--- src/rtl/hot_swap_defines.svh ---
// Timing counts and reset values for the hot-swap reset control block
`ifndef HOT_SWAP_DEFINES_SVH
`define HOT_SWAP_DEFINES_SVH
// Number of general-purpose open-drain interrupt pins
`define HS_IRQ_PINS 6
// Indicator level driven while in reset (0 = pulled low)
`define HS_IND_RESET_LVL 1'b0
// Insertion-notify pulse length in ns, and cycles at 40 ns
`define HS_NOTIFY_NS 1000
`define HS_CLK_NS 40
`define HS_NOTIFY_CYC ((`HS_NOTIFY_NS + `HS_CLK_NS - 1) / `HS_CLK_NS)
`endif

--- src/rtl/hot_swap_pkg.sv ---
// Types for the hot-swap reset control block
package hot_swap_pkg;
   typedef enum logic [1:0] {
      ST_OFF = 2'b00,
      ST_INSERT = 2'b01,
      ST_RUN = 2'b10,
      ST_EXTRACT = 2'b11
   } swap_state_t;
endpackage : hot_swap_pkg

--- src/rtl/hot_swap_reset_control.sv ---
// Hot-swap reset, insertion notify, indicator and interrupt pin control
`timescale 1ns/1ns
`default_nettype none
`include "hot_swap_defines.svh"

// Notes on behaviour
// - Power-on reset low resets every internal resource, PLLs included.
// - Board-ok negated holds every internal resource in reset.
// - Ejector switch high means closed, board in operation mode.
// - Insertion-notify pulled low on fresh insertion or extraction.
// - Swap indicator low during reset, lamp control afterwards.
// - Secondary bus reset low resets secondary interface asynchronously.
module hot_swap_reset_control #(
   parameter int IRQ_PINS = `HS_IRQ_PINS,
   parameter int NOTIFY_CYC = `HS_NOTIFY_CYC
) (
   // System clock, reset and enable
   input wire logic clk_sys_i,
   input wire logic resetn_i,
   input wire logic clk_en_i,
   // Reset pins
   input wire logic power_on_reset_n_i,
   input wire logic board_ok_n_i,
   input wire logic secondary_bus_reset_n_i,
   // Hot-swap pins
   input wire logic ejector_switch_i,
   output logic insert_notify_n_o,
   output logic insert_notify_oe_o,
   output logic swap_indicator_n_o,
   output logic swap_indicator_oe_o,
   // Lamp request from the core
   input wire logic lamp_on_i,
   // Interrupt pins, open drain
   input wire logic [IRQ_PINS-1:0] irq_pin_n_i,
   output logic [IRQ_PINS-1:0] irq_pin_n_o,
   output logic [IRQ_PINS-1:0] irq_pin_oe_o,
   input wire logic [IRQ_PINS-1:0] irq_assert_i,
   output logic [IRQ_PINS-1:0] irq_seen_o,
   // Reset outputs to the core
   output logic core_reset_n_o,
   output logic pll_reset_n_o,
   output logic pins_enable_o,
   output logic secondary_reset_n_o,
   output logic operation_mode_o
);
   import hot_swap_pkg::*;

   initial begin
      if (IRQ_PINS < 1 || IRQ_PINS > 32) $error("IRQ_PINS out of range");
      if (NOTIFY_CYC < 1 || NOTIFY_CYC > 4096) $error("NOTIFY_CYC bad");
   end

   // ===========================================================
   // Reset combination
   logic [1:0] rst_sync_q;
   wire sys_rst_n = rst_sync_q[1];
   always_ff @(posedge clk_sys_i or negedge resetn_i) begin
      if (!resetn_i) rst_sync_q <= 2'h0;
      else rst_sync_q <= {rst_sync_q[0], 1'b1};
   end

   // Any of the three causes (system reset, power-on reset, board-ok) asserts the chip reset at once
   wire chip_rst_n_raw = sys_rst_n & power_on_reset_n_i
                       & ~board_ok_n_i;
   logic [1:0] chip_rst_q;
   always_ff @(posedge clk_sys_i or negedge chip_rst_n_raw) begin
      if (!chip_rst_n_raw) chip_rst_q <= 2'h0;
      else chip_rst_q <= {chip_rst_q[0], 1'b1};
   end
   wire chip_rst_n = chip_rst_q[1];

   // Secondary interface reset, asynchronous assert
   wire sec_rst_n_raw = chip_rst_n_raw & secondary_bus_reset_n_i;
   logic [1:0] sec_rst_q;
   always_ff @(posedge clk_sys_i or negedge sec_rst_n_raw) begin
      if (!sec_rst_n_raw) sec_rst_q <= 2'h0;
      else sec_rst_q <= {sec_rst_q[0], 1'b1};
   end

   // ===========================================================
   // Pin input synchronisers
   logic ejector_s;
   logic [IRQ_PINS-1:0] irq_pin_s;
   sync_two_ff #(.WIDTH(1), .RESET_VAL(1'b0)) u_sync_ej (
      .clk_i(clk_sys_i),
      .rst_n_i(chip_rst_n),
      .en_i(clk_en_i),
      .d_i(ejector_switch_i),
      .q_o(ejector_s)
   );
   sync_two_ff #(.WIDTH(IRQ_PINS), .RESET_VAL({IRQ_PINS{1'b1}})) u_sync_irq (
      .clk_i(clk_sys_i),
      .rst_n_i(chip_rst_n),
      .en_i(clk_en_i),
      .d_i(irq_pin_n_i),
      .q_o(irq_pin_s)
   );

   // ===========================================================
   // Insertion and extraction sequencing
   swap_state_t state_q, state_d;
   logic [12:0] cnt_q, cnt_d;
   wire switch_closed = ejector_s;
   wire cnt_done = (cnt_q == 13'(NOTIFY_CYC - 1));

   always_comb begin
      state_d = state_q;
      cnt_d = cnt_q;
      case (state_q)
         ST_OFF: begin
            if (switch_closed) begin
               state_d = ST_INSERT;
               cnt_d = 13'h0;
            end
         end
         ST_INSERT: begin
            cnt_d = cnt_q + 13'h1;
            if (cnt_done) state_d = ST_RUN;
         end
         ST_RUN: begin
            if (!switch_closed) begin
               state_d = ST_EXTRACT;
               cnt_d = 13'h0;
            end
         end
         ST_EXTRACT: begin
            cnt_d = cnt_q + 13'h1;
            if (cnt_done) state_d = ST_OFF;
         end
         default: state_d = ST_OFF;
      endcase
   end

   always_ff @(posedge clk_sys_i or negedge chip_rst_n) begin
      if (!chip_rst_n) begin
         state_q <= ST_OFF;
         cnt_q <= 13'h0;
      end else if (clk_en_i) begin
         state_q <= state_d;
         cnt_q <= cnt_d;
      end
   end

   wire notify_d = (state_q == ST_INSERT) | (state_q == ST_EXTRACT);
   wire lamp_d = lamp_on_i | ~switch_closed;

   // ===========================================================
   // Registered pin drivers
   always_ff @(posedge clk_sys_i or negedge chip_rst_n) begin
      if (!chip_rst_n) begin
         insert_notify_oe_o <= 1'b0;
         swap_indicator_oe_o <= 1'b1;
         irq_pin_oe_o <= '0;
         irq_seen_o <= '0;
         operation_mode_o <= 1'b0;
      end else if (clk_en_i) begin
         insert_notify_oe_o <= notify_d;
         swap_indicator_oe_o <= lamp_d;
         irq_pin_oe_o <= irq_assert_i;
         irq_seen_o <= ~irq_pin_s;
         operation_mode_o <= switch_closed;
      end
   end

   // Open-drain data is always low; enables carry the level
   always_ff @(posedge clk_sys_i or negedge sys_rst_n) begin
      if (!sys_rst_n) begin
         insert_notify_n_o <= 1'b0;
         swap_indicator_n_o <= `HS_IND_RESET_LVL;
         irq_pin_n_o <= '0;
      end else begin
         insert_notify_n_o <= 1'b0;
         swap_indicator_n_o <= `HS_IND_RESET_LVL;
         irq_pin_n_o <= '0;
      end
   end

   // Reset outputs, released one clock after the chip reset
   always_ff @(posedge clk_sys_i or negedge chip_rst_n_raw) begin
      if (!chip_rst_n_raw) begin
         core_reset_n_o <= 1'b0;
         pll_reset_n_o <= 1'b0;
         pins_enable_o <= 1'b0;
      end else begin
         core_reset_n_o <= chip_rst_n;
         pll_reset_n_o <= chip_rst_n;
         pins_enable_o <= chip_rst_n;
      end
   end

   always_ff @(posedge clk_sys_i or negedge sec_rst_n_raw) begin
      if (!sec_rst_n_raw) secondary_reset_n_o <= 1'b0;
      else secondary_reset_n_o <= sec_rst_q[1];
   end
endmodule : hot_swap_reset_control
`default_nettype wire

--- src/rtl/sync_two_ff.sv ---
// Two-flop synchroniser for a bus of pin inputs
`timescale 1ns/1ns
`default_nettype none
module sync_two_ff #(
   parameter int WIDTH = 1,
   parameter logic [WIDTH-1:0] RESET_VAL = '0
) (
   // Clock and reset
   input wire logic clk_i,
   input wire logic rst_n_i,
   input wire logic en_i,
   // Data
   input wire logic [WIDTH-1:0] d_i,
   output logic [WIDTH-1:0] q_o
);
   logic [WIDTH-1:0] meta_q;
   initial begin
      if (WIDTH < 1) $error("WIDTH must be at least 1");
   end
   always_ff @(posedge clk_i or negedge rst_n_i) begin
      if (!rst_n_i) begin
         meta_q <= RESET_VAL;
         q_o <= RESET_VAL;
      end else if (en_i) begin
         meta_q <= d_i;
         q_o <= meta_q;
      end
   end
endmodule : sync_two_ff
`default_nettype wire

--- config.mk ---
export PLATFORM = sky130hd
export DESIGN_NAME = hot_swap_reset_control
export DESIGN_NICKNAME = d
export VERILOG_FILES = /design/src/rtl/hot_swap_pkg.sv /design/src/rtl/hot_swap_reset_control.sv /design/src/rtl/sync_two_ff.sv
export VERILOG_INCLUDE_DIRS = /design/src /design/src/rtl
export SDC_FILE = /design/constraint.sdc
export NUM_CORES = 1
export LEC_CHECK = 0
export ABC_CLOCK_PERIOD_IN_PS = 4850
export BUFFER_PORTS_ARGS = -buffer_cell sky130_fd_sc_hd__clkbuf_2
export CAP_MARGIN = 0
export CORE_ASPECT_RATIO = 0.7
export CORE_MARGIN = 1.5
export CORE_UTILIZATION = 43
export DETAILED_ROUTE_END_ITERATION = 8
export PLACE_DENSITY_LB_ADDON = 0.12
export SLEW_MARGIN = 30
export SYNTH_ARGS = -nofsm -noshare
export SYNTH_HDL_FRONTEND = slang
export SYNTH_SLANG_ARGS = --single-unit
export TNS_END_PERCENT = 50
--- constraint.sdc ---
create_clock -name clk_sys_i -period 4.85 [get_ports clk_sys_i]
set_clock_uncertainty 0.2 [all_clocks]
set_input_delay 0.97 -clock clk_sys_i [delete_from_list [all_inputs] [get_ports clk_sys_i]]
set_output_delay 0.97 -clock clk_sys_i [all_outputs]
set_load 0.02 [all_outputs]
==> run_results.csv <==
group,metric,value,unit
outcome,run_status,"complete, no violations",
routing,drtAntennaViolNets,0,
routing,drtPass1Iterations,4,
clocking,root_buffer,"clkbuf_8",
global_route,grt_pass1_wl,6380,um
synth,syn_avg_cell_area,12.1,sq um
synth,synth_compound_area_share,5.82,%
timing,worst_slew_pin_slew,861,ps
timing,max_slew_margin,42.6,%
power,clockPowerShare,25.3,%
critical_path,required,4830,ps
power,p_comb_share,23.9,%
power,switchingPower,355,uW
clocking,cts_sinks,52,
clocking,clk_latency,300,ps
global_route,grt_max_degree,36,
clocking,cts_buffers,5,
power,swShare,31.2,%
timing,setup_viol,0,
clocking,cts_resized,0,
routing,vias_per_cell,4.72,
layout,layout.nets,255,
layout,drive_gt1_share,35.7,%
routing,drtIter0Drc,75,
synth,ys_seq_area_share,58.3,%
floorplan,rows,21,
global_route,grt_overflow,0,
synth,syn_inst,187,
clocking,path_clk_slew,90,ps
critical_path,crit_path_start,"clk_en_i",
layout,syn2layout_area_growth,15.7,%
power,p_per_area,435,mW/mm^2
timing,tns,0,ps
floorplan,ios,47,
timing,slew_viol_final,0,
synth,post_synth_num_cell_types,34,
global_route,antenna_found_initial,0,
placement,port_buffers,38,
synth,synthAdderAreaFrac,3.32,%
floorplan,die_w,89.6,um
clocking,postCtsSetupBuffers,0,
layout,diodes,0,
timing,period_share,57.3,%
synth,synthMuxAreaShare,14.2,%
synth,yosys_warnings,0,
placement,gp_congestion,0.750,
timing,fin_ws,2070,ps
layout,utilization,53.2,%
placement,pre_cts_slack,1750,ps
power,p_int,781,uW
global_route,grt_usage,14.8,%
run,cap_violations,0,
power,design_power_total,1140,uW
clocking,clock_path_buffers,2,
timing,fin_crit,2780,ps
critical_path,end_kind,"register",
critical_path,r2r-start,"state_q[1]$_DFFE_PN0P_",
critical_path,cp_max_fo,35,
synth,yosys.area_share.xor_xnor,1.16,%
clocking,cts_htree_levels,2,
placement,dpl_cell_area,0.00249,sq mm
global_route,grt_pass1_vias,1365,
timing,grt_setup_unrepaired,"no",
floorplan,core,0.00491,sq mm
critical_path,arrival,2760,ps
power,power_frac_seq,50.8,%
power,power_leakage,0.00124,uW
routing,wl_per_cell,12.4,um
routing,drc,0,
floorplan,dieArea,0.00570,sq mm
routing,routed_wl,3720,um
power,ir_drop,0.191,mV
critical_path,critical_path_class,"in -> reg",
timing,max_freq,360,MHz
floorplan,die_h,63.6,um
layout,stdcell_area,0.00261,sq mm
critical_path,start_kind,"primary input",
min_path,worstHoldPathType,"reg -> async",
synth,ys_seq_elements,52,
timing,finalHoldViolations,0,
synth,synth_simple_gate_area_share,10.3,%
placement,hpwl,2610,um
routing,route.vias.total,1411,
synth,synth_area,0.00226,sq mm
clocking,cts_tree,"yes",
synth,synth_top_family_by_area,"multiplexers",
floorplan,start_util,46.0,%
cells in the mapped netlist, drive strengths merged:
| cell | number | area [sq um] |
|---|---|---|
| nand3 | 5 | 25.0 |
| nand4 | 3 | 18.8 |
| xnor2 | 1 | 8.76 |
| o22a | 1 | 8.76 |
| o21ai | 12 | 60.1 |
| and4 | 1 | 8.76 |
| nor2 | 9 | 33.8 |
| and3 | 5 | 31.3 |
| and2 | 2 | 12.5 |
| nand2 | 10 | 37.5 |
| clkbuf | 3 | 11.3 |
| or4 | 1 | 7.51 |
| nor3 | 1 | 5.00 |
| dfrtp | 39 | 976 |
| dfstp | 13 | 342 |
| nand4b | 1 | 8.76 |
| or3 | 3 | 18.8 |
| o31ai | 2 | 15.0 |
| mux2i | 8 | 83.8 |
| buf | 12 | 91.3 |
| nand2b | 1 | 6.26 |
| conb | 2 | 7.51 |
| o211ai | 1 | 7.51 |
| mux2 | 21 | 236 |
| inv | 12 | 45.0 |
| o21a | 2 | 15.0 |
| xor2 | 2 | 17.5 |
| nor4 | 2 | 12.5 |
| or2 | 1 | 6.26 |
| a21oi | 5 | 25.0 |
| ha | 6 | 75.1 |
worst max-delay path: stages:
cell	delay [ps]
clkbuf_2	640
and3_1	350
nand2_1	70
o21ai_0	330
mux2_2	380
placed cells by master, fill, tap and decap left out, types with 2 or more instances in the layout:
master         instances
conb_1                11
nor2_1                 9
mux2_2                21
and3_1                 5
o21a_1                 2
and2_1                 2
o21ai_0               12
nand3_1                5
xor2_1                 2
nand2_1               10
ha_1                   6
a21oi_1                5
or3_1                  3
dfrtp_1               38
mux2i_1                7
dlygate4sd3_1          2
clkbuf_1               2
o31ai_1                2
dfstp_2               13
nor4_1                 2
clkbuf_2              38
inv_1                 12
clkbuf_8               5
nand4_1                3
state kept, by name (all words and copies together) (netlist names), 2 cells and up:
| register | count |
|---|---|
| chip_rst_q | 2 |
| sec_rst_q | 2 |
| irq_seen_o | 6 |
| u_sync_irq.meta_q | 6 |
| rst_sync_q | 2 |
| state_q | 2 |
| irq_pin_oe_o | 6 |
| cnt_q | 13 |
| u_sync_irq.q_o | 6 |
repair_timing:
item | CTS | global route
hold buffers | 2 | 0
setup endpoints to repair | 0 | 0
hold endpoints to repair | 9 | 0
final cells by class:
class,count,area [sq um]
tap,69,86.3
inverter,12,45.0
multi-input combinational,117,827
clock buffer,7,76.3
timing repair buffer,41,230
fill,458,2300
sequential,52,1320
clock inverter,1,30.0
layer usage:
layer | wire length, um | share of wire (%) | global-route usage [%] | vias up
li1 | - | - | - | 702
met1 | 1990 | 54 | 22.7 | 671
met2 | 1520 | 41 | 19.9 | 36
met3 | 187 | 5.0 | 4.59 | 2
met4 | 19 | 0.51 | 4.04 | 0
met5 | 0 | 0 | 0 | -
metrics by stage:
step,hold WS (ps),std cells
4_1_cts,26.0,299
2_1_floorplan,-28.5,196
5_1_grt,104,299
3_5_place_dp,-7.75,289
3_3_place_gp,19.6,288
6_report,10.9,299
power by group through the flow:
stage          Sequential [uW]  Combinational [uW]  Clock (uW)
2_1_floorplan              601                 179           0
3_3_place_gp               590                 260           0
5_1_grt                    589                 306         312
3_5_place_dp               587                 270           0
6_report                   577                 271         287
4_1_cts                    578                 275         296
final timing paths:
check	end	slack [ps]	depth (start not counted)
min in group clk_sys_i	rst_sync_q[1]$_DFF_PN0_	160	0
hold / removal	chip_rst_q[0]$_DFF_PN0_	10	2
max in group asynchronous	cnt_q[10]$_DFFE_PN0P_	3480	1
setup reg to reg	cnt_q[4]$_DFFE_PN0P_	2640	6
hold reg to reg	chip_rst_q[0]$_DFF_PN0_	10	2
setup / recovery	state_q[1]$_DFFE_PN0P_	2070	5
kinds of logic after synthesis:
logic type               count (synthesis)
AO/OA/AOI/OAI                           23
flip-flops                              52
multiplexers                            29
other                                    2
adder cells (fa/ha/maj)                  6
buffers and inverters                   27
XOR/XNOR                                 3
AND/OR/NAND/NOR                         45
Note: power is estimated with default switching activity, not from simulation.
